**config.mk**
```make
export PLATFORM = sky130hd
export DESIGN_NAME = iwd_watchdog
export DESIGN_NICKNAME = d
export VERILOG_FILES = /design/src/inc/iwd_pkg.sv /design/src/inc/iwd_if.sv /design/src/hdl/iwd_prediv.sv /design/src/hdl/iwd_watchdog.sv
export SDC_FILE = /design/constraint.sdc
export NUM_CORES = 1
export LEC_CHECK = 0
export ABC_CLOCK_PERIOD_IN_PS = 9100
export BUFFER_PORTS_ARGS = -buffer_cell sky130_fd_sc_hd__buf_4
export CAP_MARGIN = 20
export CORE_AREA = 2 2 97 99
export DETAILED_ROUTE_END_ITERATION = 8
export DIE_AREA = 0 0 99 101
export PLACE_DENSITY = 0.66
export SLEW_MARGIN = 20
export SYNTH_ARGS = -nofsm -noshare
export SYNTH_HDL_FRONTEND = slang
export SYNTH_SLANG_ARGS = --single-unit
```
**constraint.sdc**
```tcl
create_clock -name i_core_clk -period 9.1 [get_ports i_core_clk]
set_input_delay 2.73 -clock i_core_clk [delete_from_list [all_inputs] [get_ports i_core_clk]]
set_output_delay 2.73 -clock i_core_clk [all_outputs]
set_load 0.005 [all_outputs]
```
**src/inc/iwd_pkg.sv**
```systemverilog
package iwd_pkg;
   localparam int ADDR_W = 4;
   localparam int DATA_W = 32;
   localparam int KEY_W  = 16;
   localparam int RL_W   = 12;
   localparam int PS_W   = 3;
   localparam int DIV_W  = 8;
   localparam logic [ADDR_W-1:0] OFF_KEY  = 4'h0;
   localparam logic [ADDR_W-1:0] OFF_DIV  = 4'h4;
   localparam logic [ADDR_W-1:0] OFF_RLD  = 4'h8;
   localparam logic [ADDR_W-1:0] OFF_STAT = 4'hC;
   localparam logic [KEY_W-1:0]  KEY_RELOAD = 16'hAAAA;
   localparam logic [KEY_W-1:0]  KEY_UNLOCK = 16'h5555;
   localparam logic [KEY_W-1:0]  KEY_START  = 16'hCCCC;
   localparam logic [RL_W-1:0]   RELOAD_RESET = 12'hFFF;
   localparam logic [RL_W-1:0]   CNT_END      = 12'h000;
   localparam logic [RL_W-1:0]   CNT_ONE      = 12'h001;
   localparam logic [PS_W-1:0]   PRESC_RESET  = 3'h0;
   localparam logic [PS_W-1:0]   PS_SAT       = 3'h6;
   localparam logic [DIV_W-1:0]  DIV_BASE     = 8'h04;
   localparam logic [DIV_W-1:0]  DIV_ONE      = 8'h01;
   localparam logic [DIV_W-1:0]  DIV_ZERO     = 8'h00;
   localparam logic [DIV_W-1:0]  DIV_MAX_M1   = 8'hFF;
   localparam logic [DATA_W-1:0] RDATA_ZERO   = 32'h0000_0000;
   localparam int PVU_BIT = 0;
   localparam int RVU_BIT = 1;
   localparam logic [1:0] STRAP_CAPTURE = 2'h2;
   localparam logic [1:0] STRAP_ONE     = 2'h1;
   typedef enum logic [1:0]
   {
      ST_STRAP = 2'b00,
      ST_IDLE  = 2'b01,
      ST_RUN   = 2'b10,
      ST_FIRED = 2'b11
   } iwd_state_e;
endpackage : iwd_pkg

```
**src/inc/iwd_if.sv**
```systemverilog
`timescale 1ns/100ps
interface iwd_if import iwd_pkg::*; ();
   logic            osc_tick;
   logic            clear;
   logic [PS_W-1:0] psel;
   logic            cnt_tick;
   modport ctl
   (
      output osc_tick,
      output clear,
      output psel,
      input  cnt_tick
   );
   modport div
   (
      input  osc_tick,
      input  clear,
      input  psel,
      output cnt_tick
   );
endinterface : iwd_if

```
**src/hdl/iwd_prediv.sv**
```systemverilog
`timescale 1ns/100ps
module iwd_prediv import iwd_pkg::*;
(
   input wire logic i_core_clk,
   input wire logic i_resetn,
   input wire logic i_clk_en,
   iwd_if.div       bus
);
   logic [DIV_W-1:0] div_cnt_reg;
   logic [DIV_W-1:0] div_cnt_next;
   logic [DIV_W-1:0] ratio_m1;

   // divide by 4 doubling up to 128, 256 for the top two codes
   always_comb
   begin
      if (bus.psel >= PS_SAT)
         ratio_m1 = DIV_MAX_M1;
      else
         ratio_m1 = (DIV_BASE << bus.psel) - DIV_ONE;
   end

   // counter advances only on oscillator edges
   assign bus.cnt_tick = bus.osc_tick & ~bus.clear
                       & (div_cnt_reg >= ratio_m1);

   always_comb
   begin
      div_cnt_next = div_cnt_reg;
      if (bus.clear)
         div_cnt_next = DIV_ZERO;
      else if (bus.cnt_tick)
         div_cnt_next = DIV_ZERO;
      else if (bus.osc_tick)
         div_cnt_next = div_cnt_reg + DIV_ONE;
   end

   always_ff @(posedge i_core_clk or negedge i_resetn)
   begin
      if (!i_resetn)
         div_cnt_reg <= DIV_ZERO;
      else if (i_clk_en)
         div_cnt_reg <= div_cnt_next;
   end

   div_sat_a: assert property (@(posedge i_core_clk) disable iff (!i_resetn)
      (bus.psel >= PS_SAT) |-> ratio_m1 == DIV_MAX_M1)
      else $error("divider not 256 for top codes");
   div_base_a: assert property (@(posedge i_core_clk) disable iff (!i_resetn)
      (bus.psel == PRESC_RESET) |-> ratio_m1 == DIV_BASE - DIV_ONE)
      else $error("divider not 4 for code zero");
   tick_osc_a: assert property (@(posedge i_core_clk) disable iff (!i_resetn)
      bus.cnt_tick && i_clk_en |-> bus.osc_tick ##1 div_cnt_reg == DIV_ZERO)
      else $error("counter tick without oscillator edge");
endmodule : iwd_prediv

```
**src/hdl/iwd_watchdog.sv**
```systemverilog
//
// Function
// - reload key copies the reload value into the down-counter.
// - unlock key grants write access to prescaler and reload registers.
// - start key runs the counter; no effect in hardware watchdog mode.
// - prescaler code divides oscillator by 4..128, codes 6 and 7 by 256.
// - timeout set by 12-bit reload and divider; reload resets to 0xFFF.
// - reload busy flag in bit 1 is high while a reload update runs.
// - prescaler busy flag in bit 0 is high while a prescaler update runs.
// - busy flags work whether or not the watchdog is started.
// - key register is write-only, 16 bits, resets to zero.
// - counter starts from 0xFFF; reset asserted on the next divided tick after it reaches zero.
// - any key other than unlock restores write protection.
// - hardware watchdog option starts counting at power-on automatically.
// - counter is clocked from the low-speed oscillator.
//
`timescale 1ns/100ps
module iwd_watchdog import iwd_pkg::*;
(
   input  wire logic              i_core_clk,
   input  wire logic              i_resetn,
   input  wire logic              i_clk_en,
   input  wire logic              i_low_speed_oscillator,
   input  wire logic              i_hw_watchdog,
   input  wire logic [ADDR_W-1:0] i_addr,
   input  wire logic [DATA_W-1:0] i_wdata,
   input  wire logic              i_wr,
   input  wire logic              i_rd,
   output logic      [DATA_W-1:0] o_rdata,
   output logic                   o_watchdog_reset_out,
   output logic                   o_running
);
   iwd_if div_bus ();

   iwd_state_e       state_reg;
   iwd_state_e       state_next;
   logic [1:0]       strap_cnt_reg;
   logic             osc_s1_reg;
   logic             osc_s2_reg;
   logic             osc_s3_reg;
   logic             hw_s1_reg;
   logic             hw_s2_reg;
   logic             osc_tick;
   logic             unlock_reg;
   logic [PS_W-1:0]  ps_shadow_reg;
   logic [PS_W-1:0]  ps_active_reg;
   logic             ps_busy_reg;
   logic [RL_W-1:0]  rl_shadow_reg;
   logic [RL_W-1:0]  rl_active_reg;
   logic             rl_busy_reg;
   logic [RL_W-1:0]  cnt_reg;
   logic             fire_reg;
   logic [DATA_W-1:0] rdata_reg;
   logic [DATA_W-1:0] rdata_next;
   logic [KEY_W-1:0] key_val;
   logic             key_wr;
   logic             ps_wr_ok;
   logic             rl_wr_ok;
   logic             reload_cmd;
   logic             running;

   // oscillator pin through three flip-flops, strap pin through two
   always_ff @(posedge i_core_clk or negedge i_resetn)
   begin
      if (!i_resetn)
      begin
         osc_s1_reg <= 1'b0;
         osc_s2_reg <= 1'b0;
         osc_s3_reg <= 1'b0;
         hw_s1_reg  <= 1'b0;
         hw_s2_reg  <= 1'b0;
      end
      else if (i_clk_en)
      begin
         osc_s1_reg <= i_low_speed_oscillator;
         osc_s2_reg <= osc_s1_reg;
         osc_s3_reg <= osc_s2_reg;
         hw_s1_reg  <= i_hw_watchdog;
         hw_s2_reg  <= hw_s1_reg;
      end
   end

   // rising oscillator edge, the counter domain's clock event
   assign osc_tick = osc_s2_reg & ~osc_s3_reg;

   // bus decode
   assign key_val    = i_wdata[KEY_W-1:0];
   assign key_wr     = i_wr & (i_addr == OFF_KEY);
   assign reload_cmd = key_wr & (key_val == KEY_RELOAD);
   assign ps_wr_ok   = i_wr & (i_addr == OFF_DIV) & unlock_reg;
   assign rl_wr_ok   = i_wr & (i_addr == OFF_RLD) & unlock_reg;
   assign running    = (state_reg == ST_RUN);

   // write permission for prescaler and reload
   always_ff @(posedge i_core_clk or negedge i_resetn)
   begin
      if (!i_resetn)
         unlock_reg <= 1'b0;
      else if (i_clk_en && key_wr)
         unlock_reg <= (key_val == KEY_UNLOCK);
   end

   // prescaler shadow and applied value
   always_ff @(posedge i_core_clk or negedge i_resetn)
   begin
      if (!i_resetn)
      begin
         ps_shadow_reg <= PRESC_RESET;
         ps_active_reg <= PRESC_RESET;
         ps_busy_reg   <= 1'b0;
      end
      else if (i_clk_en)
      begin
         if (ps_wr_ok)
            ps_shadow_reg <= i_wdata[PS_W-1:0];
         if (osc_tick)
            ps_active_reg <= ps_shadow_reg;
         ps_busy_reg <= ps_wr_ok | (ps_busy_reg & ~osc_tick);
      end
   end

   // reload shadow and applied value
   always_ff @(posedge i_core_clk or negedge i_resetn)
   begin
      if (!i_resetn)
      begin
         rl_shadow_reg <= RELOAD_RESET;
         rl_active_reg <= RELOAD_RESET;
         rl_busy_reg   <= 1'b0;
      end
      else if (i_clk_en)
      begin
         if (rl_wr_ok)
            rl_shadow_reg <= i_wdata[RL_W-1:0];
         if (osc_tick)
            rl_active_reg <= rl_shadow_reg;
         rl_busy_reg <= rl_wr_ok | (rl_busy_reg & ~osc_tick);
      end
   end

   // prescaler divider
   assign div_bus.osc_tick = osc_tick;
   assign div_bus.clear    = ~running;
   assign div_bus.psel     = ps_active_reg;

   iwd_prediv u_prediv
   (
      .i_core_clk (i_core_clk),
      .i_resetn   (i_resetn),
      .i_clk_en   (i_clk_en),
      .bus        (div_bus.div)
   );

   // watchdog control
   always_comb
   begin
      state_next = state_reg;
      case (state_reg)
         ST_STRAP:
         begin
            if (strap_cnt_reg == STRAP_CAPTURE)
               state_next = hw_s2_reg ? ST_RUN : ST_IDLE;
         end
         ST_IDLE:
         begin
            if (key_wr && key_val == KEY_START)
               state_next = ST_RUN;
         end
         ST_RUN:
         begin
            if (!reload_cmd && div_bus.cnt_tick && cnt_reg == CNT_END)
               state_next = ST_FIRED;
         end
         ST_FIRED:
         begin
            state_next = ST_FIRED;
         end
         default:
         begin
            state_next = ST_STRAP;
         end
      endcase
   end

   always_ff @(posedge i_core_clk or negedge i_resetn)
   begin
      if (!i_resetn)
         state_reg <= ST_STRAP;
      else if (i_clk_en)
         state_reg <= state_next;
   end

   // strap settling count after reset release
   always_ff @(posedge i_core_clk or negedge i_resetn)
   begin
      if (!i_resetn)
         strap_cnt_reg <= 2'h0;
      else if (i_clk_en && state_reg == ST_STRAP)
         strap_cnt_reg <= strap_cnt_reg + STRAP_ONE;
   end

   // down-counter
   always_ff @(posedge i_core_clk or negedge i_resetn)
   begin
      if (!i_resetn)
         cnt_reg <= RELOAD_RESET;
      else if (i_clk_en)
      begin
         if (reload_cmd)
            cnt_reg <= rl_active_reg;
         else if (running && div_bus.cnt_tick && cnt_reg != CNT_END)
            cnt_reg <= cnt_reg - CNT_ONE;
      end
   end

   // sticky reset request
   always_ff @(posedge i_core_clk or negedge i_resetn)
   begin
      if (!i_resetn)
         fire_reg <= 1'b0;
      else if (i_clk_en && state_next == ST_FIRED)
         fire_reg <= 1'b1;
   end

   // read data, valid only in the cycle after the strobe
   always_comb
   begin
      rdata_next = RDATA_ZERO;
      if (i_rd)
      begin
         case (i_addr)
            OFF_KEY:
               rdata_next = RDATA_ZERO;
            OFF_DIV:
               rdata_next = DATA_W'(ps_active_reg);
            OFF_RLD:
               rdata_next = DATA_W'(rl_active_reg);
            OFF_STAT:
            begin
               rdata_next[PVU_BIT] = ps_busy_reg;
               rdata_next[RVU_BIT] = rl_busy_reg;
            end
            default:
               rdata_next = RDATA_ZERO;
         endcase
      end
   end

   always_ff @(posedge i_core_clk or negedge i_resetn)
   begin
      if (!i_resetn)
         rdata_reg <= RDATA_ZERO;
      else if (i_clk_en)
         rdata_reg <= rdata_next;
   end

   assign o_rdata              = rdata_reg;
   assign o_watchdog_reset_out = fire_reg;
   assign o_running            = running;

   // checks
   reload_load_a: assert property (@(posedge i_core_clk)
      disable iff (!i_resetn)
      i_clk_en && reload_cmd |=> cnt_reg == $past(rl_active_reg))
      else $error("reload key did not load counter");

   unlock_grant_a: assert property (@(posedge i_core_clk)
      disable iff (!i_resetn)
      i_clk_en && key_wr && key_val == KEY_UNLOCK |=> unlock_reg)
      else $error("unlock key did not grant access");

   start_run_a: assert property (@(posedge i_core_clk)
      disable iff (!i_resetn)
      i_clk_en && state_reg == ST_IDLE && key_wr && key_val == KEY_START
      |=> o_running)
      else $error("start key did not start counter");

   reload_reset_a: assert property (@(posedge i_core_clk)
      disable iff (!i_resetn)
      $rose(i_resetn) |-> rl_active_reg == RELOAD_RESET
                          && cnt_reg == RELOAD_RESET)
      else $error("reload or counter reset value wrong");

   rl_busy_set_a: assert property (@(posedge i_core_clk)
      disable iff (!i_resetn)
      i_clk_en && rl_wr_ok
      |=> rl_busy_reg)
      else $error("reload busy not raised");

   ps_busy_set_a: assert property (@(posedge i_core_clk)
      disable iff (!i_resetn)
      i_clk_en && ps_wr_ok |=> ps_busy_reg)
      else $error("prescaler busy not raised");

   key_reads_zero_a: assert property (@(posedge i_core_clk)
      disable iff (!i_resetn)
      i_clk_en && i_rd && i_addr == OFF_KEY |=> o_rdata == RDATA_ZERO)
      else $error("key register read not zero");

   timeout_fire_a: assert property (@(posedge i_core_clk)
      disable iff (!i_resetn)
      i_clk_en && running && div_bus.cnt_tick && cnt_reg == CNT_END
      && !reload_cmd |=> o_watchdog_reset_out ##1 o_watchdog_reset_out)
      else $error("no reset at counter end");

   fire_hold_a: assert property (@(posedge i_core_clk)
      disable iff (!i_resetn)
      o_watchdog_reset_out
      |=> o_watchdog_reset_out && !o_running)
      else $error("watchdog reset request not held");

   relock_a: assert property (@(posedge i_core_clk)
      disable iff (!i_resetn)
      i_clk_en && key_wr && key_val != KEY_UNLOCK |=> !unlock_reg)
      else $error("write protection not restored");

   hw_start_a: assert property (@(posedge i_core_clk)
      disable iff (!i_resetn)
      i_clk_en && state_reg == ST_STRAP && strap_cnt_reg == STRAP_CAPTURE
      && hw_s2_reg |=> o_running)
      else $error("hardware option did not start counter");

   rl_apply_a: assert property (@(posedge i_core_clk)
      disable iff (!i_resetn)
      i_clk_en && rl_busy_reg && osc_tick && !rl_wr_ok
      |=> !rl_busy_reg && rl_active_reg == $past(rl_shadow_reg))
      else $error("reload update not applied on oscillator edge");

   locked_ignore_a: assert property (@(posedge i_core_clk)
      disable iff (!i_resetn)
      i_clk_en && i_wr && i_addr == OFF_RLD && !unlock_reg
      |=> $stable(rl_shadow_reg))
      else $error("locked reload write took effect");

   freeze_en_a: assert property (@(posedge i_core_clk)
      disable iff (!i_resetn)
      !i_clk_en |=> $stable(cnt_reg) && $stable(state_reg))
      else $error("state moved with clock enable low");
endmodule : iwd_watchdog

```
# == Word level (Yosys, flattened, before mapping) ==
# Cells that the tools add are included.
# W data, S select, Z words.
# word_totals
out_inout_bits,34
memories,0
reg_bits,95
input_bits,43
latch_bits,0
ram_bits,0
mem_bits_ro,0
# op_classes
div_mod_pow,0
bitwise_logic,15
order_cmp,2
n_mul,0
n_mux,14
reduce_logical,19
addsub,4
n_shift,1
eq_ne,12
# op_table
cell,count
$mux W12,3
$eq A16 B16 Y1 const B,2
$mux W8,4
$pmux W10 S2,1
$eq A16 B15 Y1 const B,1
$logic_not A12 Y1,1
$reduce_bool A12 Y1,1
$sub A12 B1 Y12 const B,1
$and A1 B1 Y1,11
$reduce_and A2 Y1,5
$add A8 B1 Y8 const B,1
$eq A2 B2 Y1 const B,4
$eq A4 B4 Y1 const B,2
$ge A8 B8 Y1,1
$logic_and A1 B1 Y1,8
$mux W2,4
$pmux W2 S4,1
$shl A3 B3 Y8 const A,1
$sub A8 B1 Y8 const B,1
$pmux W2 S3,1
$eq A4 B3 Y1 const B,1
$logic_not A4 Y1,1
$ge A3 B3 Y1 const B,1
$ne A3 B3 Y1 const B,1
other kinds (7),9

# == Logic depth before layout (Yosys ltp) ==
# Gate-level depths: netlist (run 1).
# depth
depth_word,11
mapped_depth,15
depth_no_buf,13

# == Modules after synthesis ==
# Synthesis (run 1) repeated with hierarchy kept, for this count alone.
# unflattened
cells_unflattened,379
area_unflattened_um2,4087.7
# modules_own_cells
mod,cells_per_inst,seq_area_each_um2,n_inst,area_each_um2
iwd_watchdog,305,1721.7,1,3420.8
iwd_prediv,74,200.2,1,666.9

# == Worst setup path after synthesis (run 1) ==
# No wires, ideal clock.
# synth_path
path_type,in2reg
startpoint,input i_wdata[10]
endpoint,register cnt_reg[11]
arrival_ns,4.053
cell_stages,6
path_buffers,1
required_ns,9.027
path_slack_ns,4.974
cell_sequence,or4bb_1 nor2_1 nand2_1 clkbuf_1 a31o_1 a21oi_1
# synth_via
elab_chain_len,4
word_cells_on_any_way,5
classes_between,1 x eq/ne; 1 x mux; 1 x bitwise; 2 x reduce/logical
# synth_rtl
element,line_no,source
start: declaration,iwd_watchdog.sv:26,"input wire logic [DATA_W-1:0] i_wdata,"
$eq A16 B16 Y1 *,iwd_watchdog.sv:89,assign reload_cmd = key_wr & (key_val == KEY_RELOAD);
$and A1 B1 Y1 *,iwd_watchdog.sv:89,
$reduce_bool A2 Y1 (no line),n/a,
$reduce_and A2 Y1 (no line),n/a,
end signal: assignment,iwd_watchdog.sv:210,cnt_reg <= rl_active_reg;
end signal: assignment,iwd_watchdog.sv:212,cnt_reg <= cnt_reg - CNT_ONE;
end: declaration,iwd_watchdog.sv:51,logic [RL_W-1:0] cnt_reg;
# Mark *: on every way between the ends. The rest lies on a longest branch, timed or not.
# A chain may end at the register's enable or synchronous reset.

# == Worst setup path after layout (run 1) ==
# layout_path
startpoint,input i_wdata[10]
endpoint,register cnt_reg[4]
# Same word-level chain as after synthesis.

==> results by group, run 1 <==
Run status
  – Status: complete, no violations

Power and ir drop
  – P per Cell Area: roughly 170 mW/mm^2
  – Peak VDD IR: 0.0759 mV
  – Switching power: 0.227 mW
  – Total power: 0.765 mW
  – Sw frac: 29.6%
  – P_leak: 1.96 nW
  – P_int: ~0.54 mW
  – Clock Power Share: a little under a third
  – Share of power burned in registers: 50.9%
  – Comb power frac: 17.3%

Worst setup path
  – Crit path DAT: 4.78 ns
  – Crit path max-delay cell type: nand2_1
  – Largest fanout on the critical path: 25
  – CP Class: in -> reg
  – Crit end category: flop
  – CP startpoint kind: input pin
  – Critical path required time: between 9 and 10 ns
  – Largest stage delay, worst path: a little over 0.5 ns
  – CP top delay family: simple AND/OR/NAND/NOR gates
  – CP cell instances: buf_4, or4bb_1, nor2_1, nand2_1, o311ai_0, o41ai_1, a211o_1
  – Crit path buffers/inverters: 1

Placed design
  – Placed Cells: 489
  – RePlAce Congestion: roughly 0.8
  – IO buf count: 40
  – DP HPWL: 5510 um

Synthesis
  – Synth area leaders: dfrtp_1 25%, dfstp_2 24%, mux2_2 10%
  – Netlist cell types: 54
  – Syn Inst Count: 353
  – Synth async-reset ratio: 100%
  – EDFF count, synth: 0
  – Area leader, netlist: dfrtp_1
  – Seq/Total Area, Yosys: 49.3%
  – Dominant synthesized flop cell: dfrtp_1
  – Syn. warnings: 0
  – Commonest cells in the netlist: 39 x dfrtp_1, 36 x dfstp_2, 36 x mux2_2, 26 x nor2_1, 21 x buf_4
  – Syn avg cell area: 11.0 sq um
  – Count leader, synth: dfrtp_1
  – Synth Register Bits: 75
  – Cell area after synthesis: 0.00390 sq mm
  – Top-area cell type share of the netlist area: 25.0%

Global route
  – All-layer global routing usage: 16.5%
  – Largest net degree at the start of global routing: 76
  – Initial antenna violation count: 0
  – Vias in the first global route: 2659
  – Overflow after GRT: 0
  – First-pass GRT wire length: 13200 um

Routing
  – Drt drc: 0
  – Vias post-DR: 2791
  – Drt wl/cell: 15.6 um
  – Pre-Repair DR Iteration Count: 4
  – Post-route ant nets: 0
  – Drt initial violations: 144
  – Routed WL: 7870 um
  – Avg Vias per Cell: 5.53

Clock network
  – Post-CTS resize count: 0
  – CTS tree: built
  – Sink Count: 75
  – Total CTS buffers: 9
  – CTS H-tree lvls: 3
  – Root Buffer: clkbuf_8
  – Clock latency on the worst-skew pair: 0.36 ns
  – Clock edge transition at the registers on the reported setup and hold paths: ~0.070 ns
  – Post-CTS setup buffers: 0
  – Bufs on Longest Clock Path: 2
  – CTS Hold Bufs: 0

STA
  – Clock Skew: 0.0141 ns
  – Final setup viols: 0
  – Fin. max-slew vios: 0
  – Worst slew pin tran: 0.941 ns
  – Slew headroom: 37.3%
  – Minimum clock period: 4.50 ns
  – Fmax: about 220 MHz
  – Final hold vios: 0
  – Setup Total Neg Slack: 0 ns
  – Hold_ws: between 0.4 and 0.5 ns
  – Final period util: about 49%
  – RSZ-0062 raised after global routing: no

Floorplan
  – Initial Util: 43.4%
  – Die Width: 99 um
  – Die Height: ~100 um
  – Die area: 0.0100 sq mm
  – Core ar.: 0.00898 sq mm
  – Row cnt: 35
  – I/O pins: 77

Finish
  – Post-Layout Cell Count: roughly 500
  – Layout area overhead: 12.5%
  – # diodes: 0
  – Layout cells sized above 1: 33.2%
  – Final Util: 48.8%
  – Nets: 442

Worst hold path
  – Worst Hold Class: reg -> reg

Flow run
  – Max_cap viols: 0
==> final cells by class <==
type | instances | area (sq um)
Inverter | 8 | 30.0
Multi-Input combinational cell | 255 | 1800
Sequential cell | 75 | 1920
Fill cell | 797 | 4600
Clock inverter | 5 | 36.3
Tap cell | 111 | 139
Clock buffer | 11 | 153
Timing Repair Buffer | 40 | 300
==> cells in the final DEF, fill, tap and decap left out, types with 2 or more instances in the layout <==
cell type   count
dfstp_2        36
dfrtp_1        39
or4bb_1         4
o2bb2ai_1       3
or3_1           4
nor4bb_1        4
nand2b_1        3
nor2b_1         5
clkbuf_8        9
nand4_1         2
nor4_1          5
ha_1           10
or4_1           4
inv_1           7
and3_1          2
a21o_1          3
nand2_1        20
a2bb2oi_1       3
nor3b_1         3
mux2_2         36
a31o_1          4
conb_1         20
a22o_1         10
o22ai_1         6
a21oi_1        18
nor3_1          4
o31ai_1         2
nand3_1        10
a211oi_1        5
and4_1          3
clkinvlp_4      3
o41ai_1         3
xnor2_1         2
buf_4          40
a22oi_1         2
xor2_1          4
and2_1          2
nor2_1         26
a31oi_1         3
o21ai_0         8
==> worst register-to-register path, stage by stage (launching register included) <==
cell       delay, ns
dfrtp_1         0.48
nor3_1          0.33
inv_1           0.08
ha_1            0.23
nor2b_1         0.16
a21oi_1         0.17
o22ai_1         0.11
ha_1            0.29
nand2_1         0.06
nor4_1          0.31
o211ai_2        0.36
or4_1           0.63
a21oi_1         0.17
a2bb2oi_1       0.19
==> metrics by stage <==
step	setup slack (ns)	instance area (sq um)
final	4.60	4380
after global routing	4.46	4380
after CTS	4.63	4380
after detailed placement	4.26	4190
after global placement	4.25	4190
after floorplan	4.97	3970
==> per-layer routing <==
metal | wire length [um] | global-route usage, %
met5 | 0 | 0
met4 | 48 | 6.32
met3 | 264 | 2.50
met2 | 3620 | 25.5
met1 | 3930 | 23.6
==> cells by family (layout without fill, tap and decap cells) <==
kind of cell,count (synthesis),in the layout,share of synthesized area [%]
other cells,1,20,0.0962
fa+ha+maj,10,10,3.21
buf+inv,42,64,6.33
mux,37,37,10.7
simple gates,105,105,15.1
compound gates,77,77,13.9
flops,75,75,49.3
xor+xnor,6,6,1.35
==> final timing paths <==
path	from	end	slack, ns	cells past startpoint
worst min-delay path	strap_cnt_reg[0]	strap_cnt_reg[0]	0.48	1
worst max register to register	div_bus.psel[1]	cnt_reg[3]	5.46	13
max in group asynchronous	i_resetn	o_rdata[8]	5.97	1
worst max-delay path	i_wdata[10]	cnt_reg[4]	4.60	7
min in group asynchronous	i_resetn	ps_shadow_reg[0]	2.49	1
worst min register to register	strap_cnt_reg[0]	strap_cnt_reg[0]	0.48	1
==> power by group through the flow <==
stage	registers [mW]	logic (mW)	clock network (mW)
finish	0.390	0.132	0.243
global placement	0.394	0.129	0
global route	0.395	0.151	0.265
CTS	0.389	0.134	0.250
floorplan	0.389	0.0958	0
detailed placement	0.395	0.134	0
No activity file was read; power rests on OpenSTA's default activity.
==> inputs of run 2 (changes only) <==
- ABC_CLOCK_PERIOD_IN_PS: 9100 -> 4300
- clock period: 9.1 -> 4.3 ns (I/O delays scaled with it)
==> run 2 against run 1 <==
Against the previous run:
- count of clock-buffer cells in the layout down 1
- clock skew down 0.0047 ns
- die area unchanged
- utilization up 0.64 points
- register-to-register slack worse by 4.7 ns
- largest cell class unchanged
- largest power group unchanged
- wire length up 3.8%
- critical path depth up 6
- combinational power up 110%
- sequential power up 110%
- cell count up 0.59%
==> results by group, run 2 (same netlist as run 1, synthesis figures left out) <==
STA
  – Final period util: 82.2%
  – Hold_ws: 0.481 ns (+0.00154 ns)
  – RSZ-0062 raised after global routing: no
  – Fmax: around 280 MHz
  – Slew headroom: 38.9% (+1.6 points)
  – Worst slew pin tran: 0.916 ns (-0.0246 ns)
  – Final hold vios: 0 (unchanged)
  – Clock Skew: 0.00935 ns (-0.00472 ns)
  – Minimum clock period: 3.54 ns
  – Setup Total Neg Slack: 0 ns (unchanged)
  – Fin. max-slew vios: 0 (unchanged)
  – Final setup viols: 0 (unchanged)

Routing
  – DR top layer: met4
  – Post-route ant nets: 0 (unchanged)
  – Avg Vias per Cell: 5.54 (+0.16%)
  – Drt drc: 0 (unchanged)
  – DR WL met3: 358 um (+36%)
  – Routed WL: 8170 um (+3.8%)
  – Drt initial violations: 176 (+22%)
  – Pre-Repair DR Iteration Count: 4 (unchanged)
  – Drt wl/cell: 16.1 um (+3.2%)
  – Metal-1 WL: 3880 um (-1.5%)
  – Met2 WL: 3790 um (+4.5%)
  – Vias post-DR: 2812 (+0.75%)

Global route
  – All-layer global routing usage: 17.5% (+0.99 points)
  – First-pass GRT wire length: 13700 um (+3.7%)
  – Vias in the first global route: 2778 (+4.5%)
  – Initial antenna violation count: 0 (unchanged)
  – Largest net degree at the start of global routing: 76 (unchanged)
  – Overflow after GRT: 0 (unchanged)

Power and ir drop
  – Total power: 1.72 mW (+120%)
  – Peak VDD IR: 0.233 mV (+210%)
  – P per Cell Area: 386 mW/mm^2 (+120%)
  – P_leak: 1.99 nW (+1.8%)

Worst setup path
  – Critical path required time: 4.58 ns (-4.80 ns)
  – Crit path DAT: 3.81 ns (-0.97 ns)
  – CP cell instances: nor3_1, inv_1, ha_1, nor2b_1, a21oi_1, o22ai_1, ha_1, nand2_1, nor4_1, o211ai_2, or4_1, a21oi_1, a2bb2oi_1
  – Reg2Reg Launch Point: div_bus.psel[1]
  – Largest stage delay, worst path: 0.64 ns (+0.13 ns)
  – Critical R2R Capture: cnt_reg[3]
  – Crit end category: flop
  – R2R setup slack: 0.76 ns (-4.70 ns)
  – CP startpoint kind: flop
  – CP Class: reg -> reg
  – Crit path max-delay cell type: or4_1
  – Largest fanout on the critical path: 17 (-32%)
  – FF-to-FF path depth: 13 (unchanged)

Floorplan
  – Die Width: 99 um (unchanged)
  – Initial Util: 43.4% (unchanged)
  – Core ar.: 0.00898 sq mm (unchanged)
  – Die area: 0.0100 sq mm (unchanged)
  – I/O pins: 77 (unchanged)
  – Die Height: 101 um (unchanged)
  – Row cnt: 35 (unchanged)

Clock network
  – Post-CTS setup buffers: 0 (unchanged)
  – CTS tree: built
  – Post-CTS resize count: 0 (unchanged)
  – Bufs on Longest Clock Path: 2 (unchanged)
  – CTS Hold Bufs: 0 (unchanged)
  – Sink Count: 75 (unchanged)
  – CTS H-tree lvls: 3 (unchanged)
  – Clock latency on the worst-skew pair: 0.35 ns (about the same)
  – Root Buffer: clkbuf_8
  – Total CTS buffers: 9 (unchanged)
  – Clock edge transition at the registers on the reported setup and hold paths: 0.09 ns (+0.02 ns)

Worst hold path
  – WHS Path Cells: 1 (unchanged)
  – Hold Startpoint: strap_cnt_reg[0]
  – Worst Hold Class: reg -> reg
  – Hold Path End: strap_cnt_reg[0]

Finish
  – Commonest non-fill, non-tap cell in the layout: buf_4
  – Most frequent cells in the layout: 43 x buf_4, 39 x dfrtp_1, 36 x mux2_2, 36 x dfstp_2, 26 x nor2_1
  – Filler cell count: 813 (+2.0%)
  – Nets: 445 (+0.68%)
  – # diodes: 0 (unchanged)
  – Layout cells sized above 1: 33.8% (+0.50 points)
  – Layout area overhead: 13.9%

Flow run
  – Max_cap viols: 0 (unchanged)

Placed design
  – IO buf count: 40 (unchanged)
  – RePlAce Congestion: 0.789 (-3.8%)
  – DP HPWL: 5660 um (+2.7%)

Run status
  – Status: complete, no violations
==> run 2: metrics by stage <==
stage	worst slack (ns)	util, %	std cells	instance area (sq um)
2_1_floorplan	1.26	-	372	3970
3_3_place_gp	0.884	46.9	492	4210
3_5_place_dp	0.839	46.9	492	4210
4_1_cts	0.793	49.4	508	4440
5_1_grt	0.376	49.4	508	4440
6_report	0.765	49.4	508	4440
==> run 2: worst max path at each step <==
stage / start / endpoint / depth (start not counted)
floorplan: div_bus.psel[1] / cnt_reg[3] / 14
global placement: div_bus.psel[1] / cnt_reg[3] / 13
detailed placement: div_bus.psel[1] / cnt_reg[7] / 13
CTS: div_bus.psel[1] / cnt_reg[7] / 13
global route: div_bus.psel[1] / cnt_reg[3] / 13
finish: div_bus.psel[1] / cnt_reg[3] / 13
==> run 2: area by class of cell <==
type	instances	area (sq um)	share of cell area, %
multi-input cells	255	1800	40.5
flip-flops and latches	75	1920	43.3
clock inverters	6	88.8	2.00
repair buffers	43	323	7.27
well taps	111	139	3.13
clock buffers	10	138	3.10
inverters	8	30.0	0.676
==> run 2: worst max-delay path: cells and delay by family, from the launching register on <==
family	cells	cell delay (ns)
AND/OR/NAND/NOR	5	1.48
flip-flops	1	0.48
adder cells (fa/ha/maj)	2	0.51
buffers and inverters	1	0.08
AO/OA/AOI/OAI	5	0.92
==> run 2: power breakdown <==
group          internal (mW)  switching, mW  leakage (nW)
combinational          0.123          0.155         0.987
clock                  0.342          0.270         0.108
sequential             0.771         0.0537         0.896
total                   1.24          0.479          1.99
==> run 2: layer usage <==
metal  track usage [%]  up-vias
met1              24.0     1380
met3              3.61       10
met2              27.1       78
met5                 0        -
li1                  -     1344
met4              7.48        0
==> inputs of run 3 (changes only) <==
- ABC_CLOCK_PERIOD_IN_PS: 4300 -> 3700
- clock period: 4.3 -> 3.7 ns (I/O delays scaled with it)
==> run 3 against run 2 <==
Against the previous run:
- design area down 0.85%
- sequential power is 16% higher
- non-clock buffer count is 2 higher
- maximum frequency increased by 3.7%
- via count rose by 0.82%
- sequential share of layout area increased by 0.40 points
- largest power group unchanged
- highest routed layer unchanged
==> results by group, run 3 (same netlist as run 1, synthesis figures left out) <==
Worst setup path
  – Largest stage delay, worst path: 0.48 ns (-0.16 ns)
  – FF-to-FF path depth: 14 (+1)
  – Crit end category: flop
  – R2R setup slack: 0.29 ns (-0.47 ns)
  – Largest fanout on the critical path: 9 (-8)
  – CP startpoint kind: flop
  – Reg2Reg Launch Point: div_bus.psel[1]
  – Crit path max-delay cell type: dfrtp_2
  – Crit path DAT: 3.66 ns (-0.15 ns)
  – CP most frequent cell: ha_1
  – Critical path required time: 3.95 ns (-0.63 ns)
  – CP Class: reg -> reg
  – Critical R2R Capture: cnt_reg[10]
  – CP cell instances: nor3_2, inv_1, ha_1, nor2b_1, a21oi_1, o22ai_1, ha_1, nand2_1, nor4_1, o211ai_2, buf_4, nor4_2, a211oi_1, a311oi_1

Floorplan
  – Core ar.: 0.00898 sq mm (unchanged)
  – Die area: 0.0100 sq mm (unchanged)
  – Die Height: 101 um (unchanged)
  – Row cnt: 35 (unchanged)
  – Initial Util: 43.4% (unchanged)
  – Die Width: 99 um (unchanged)
  – I/O pins: 77 (unchanged)

Finish
  – # diodes: 0 (unchanged)
  – Most frequent cells in the layout: 45 x buf_4, 38 x dfrtp_1, 36 x mux2_2, 36 x dfstp_2, 26 x nor2_1
  – Layout cells sized above 1: 34.6% (+0.83 points)
  – Nets: 447 (+0.45%)
  – Filler cell count: 812 (-0.12%)
  – Layout area overhead: 13.0%
  – Commonest non-fill, non-tap cell in the layout: buf_4

Clock network
  – Clock edge transition at the registers on the reported setup and hold paths: 0.08 ns (about the same)
  – Root Buffer: clkbuf_8
  – Bufs on Longest Clock Path: 2 (unchanged)
  – Sink Count: 75 (unchanged)
  – Clock latency on the worst-skew pair: 0.35 ns (about the same)
  – Post-CTS resize count: 0 (unchanged)
  – CTS Hold Bufs: 0 (unchanged)
  – Total CTS buffers: 9 (unchanged)
  – Post-CTS setup buffers: 0 (unchanged)
  – CTS tree: built
  – CTS H-tree lvls: 3 (unchanged)

Power and ir drop
  – P_leak: 1.98 nW (-0.56%)
  – Comb power frac: 18.0% (+1.8 points)
  – Total power: 1.83 mW (+6.5%)
  – P per Cell Area: 415 mW/mm^2 (+7.4%)
  – Share of power burned in registers: 52.4% (+4.3 points)
  – P_int: 1.28 mW (+3.7%)
  – Peak VDD IR: 0.226 mV (-2.9%)
  – Switching power: 0.545 mW (+14%)
  – Sw frac: 29.8% (+1.9 points)
  – Clock Power Share: 29.6% (-6.1 points)

Flow run
  – Max_cap viols: 0 (unchanged)

Worst hold path
  – Hold Path End: strap_cnt_reg[0]
  – WHS Path Cells: 1 (unchanged)
  – Hold Startpoint: strap_cnt_reg[0]
  – Worst Hold Class: reg -> reg

Global route
  – Vias in the first global route: 2743 (-1.3%)
  – Overflow after GRT: 0 (unchanged)
  – Largest net degree at the start of global routing: 76 (unchanged)
  – All-layer global routing usage: 17.0% (-0.48 points)
  – Initial antenna violation count: 0 (unchanged)
  – First-pass GRT wire length: 13500 um (-1.5%)

STA
  – Final period util: 92.1% (+9.9 points)
  – Final hold vios: 0 (unchanged)
  – Fin. max-slew vios: 0 (unchanged)
  – Setup Total Neg Slack: 0 ns (unchanged)
  – Worst slew pin tran: 0.909 ns (-0.00693 ns)
  – RSZ-0062 raised after global routing: no
  – Slew headroom: 39.4% (+0.46 points)
  – Minimum clock period: 3.41 ns (-0.127 ns)
  – Hold_ws: 0.470 ns (-0.0115 ns)
  – Clock Skew: 0.00526 ns (-0.00409 ns)
  – Fmax: 293 MHz (+3.7%)
  – Final setup viols: 0 (unchanged)

Routing
  – Drt wl/cell: 15.5 um (-3.6%)
  – Post-route ant nets: 0 (unchanged)
  – Drt drc: 0 (unchanged)
  – Avg Vias per Cell: 5.56 (+0.42%)
  – Drt initial violations: 134 (-24%)
  – Vias post-DR: 2835 (+0.82%)
  – Pre-Repair DR Iteration Count: 4 (unchanged)
  – Routed WL: 7910 um (-3.2%)

Placed design
  – RePlAce Congestion: 0.838 (+6.3%)
  – DP HPWL: 5650 um (about the same)
  – IO buf count: 40 (unchanged)

Run status
  – Status: complete, no violations
-- run 3: power groups by stage --
stage / clock, mW / sequential (mW) / combinational [mW]
global route: 0.586 / 0.971 / 0.378
floorplan: 0 / 0.956 / 0.236
detailed placement: 0 / 0.972 / 0.330
global placement: 0 / 0.969 / 0.321
CTS: 0.553 / 0.958 / 0.332
finish: 0.540 / 0.957 / 0.330
-- run 3: cell type report --
type	count	area, sq um	share of cell area (%)
Sequential cell	75	1920	43.7
Inverter	8	30.0	0.682
Multi-Input combinational cell	255	1810	41.1
Tap cell	111	139	3.16
Clock inverter	6	33.8	0.767
Timing Repair Buffer	45	338	7.67
Clock buffer	10	128	2.90
-- run 3: worst max-delay path by stage --
stage,from,end,slack [ns],depth (start not counted)
final,div_bus.psel[1],cnt_reg[10],0.29,14
after global routing,div_bus.psel[1],cnt_reg[10],0.007,14
after detailed placement,div_bus.psel[1],cnt_reg[10],0.25,14
after global placement,div_bus.psel[1],cnt_reg[8],0.40,14
after floorplan,div_bus.psel[1],cnt_reg[3],0.66,14
after CTS,div_bus.psel[1],cnt_reg[10],0.07,14
-- run 3: critical path, delay by kind of cell (launching register included) --
kind            cells  cell delay [ns]
fa+ha+maj           2             0.50
buf+inv             2             0.30
flops               1             0.48
simple gates        5             1.08
compound gates      5             0.94
-- run 3: routing by layer --
metal | vias to the layer above | share of wire (%) | track usage [%]
met5 | - | 0 | 0
met4 | 0 | 2.0 | 7.80
met3 | 12 | 3.4 | 2.70
met2 | 67 | 47 | 27.1
met1 | 1413 | 47 | 23.0
li1 | 1343 | - | -
-- run 3: through the flow --
step	setup slack (ns)	cells	util, %	instance area (sq um)
after floorplan	0.660	372	-	3970
after global placement	0.403	494	47.1	4230
after detailed placement	0.253	494	47.1	4230
after CTS	0.0725	510	48.9	4390
after global routing	0.00710	510	49.0	4400
final	0.291	510	49.0	4400
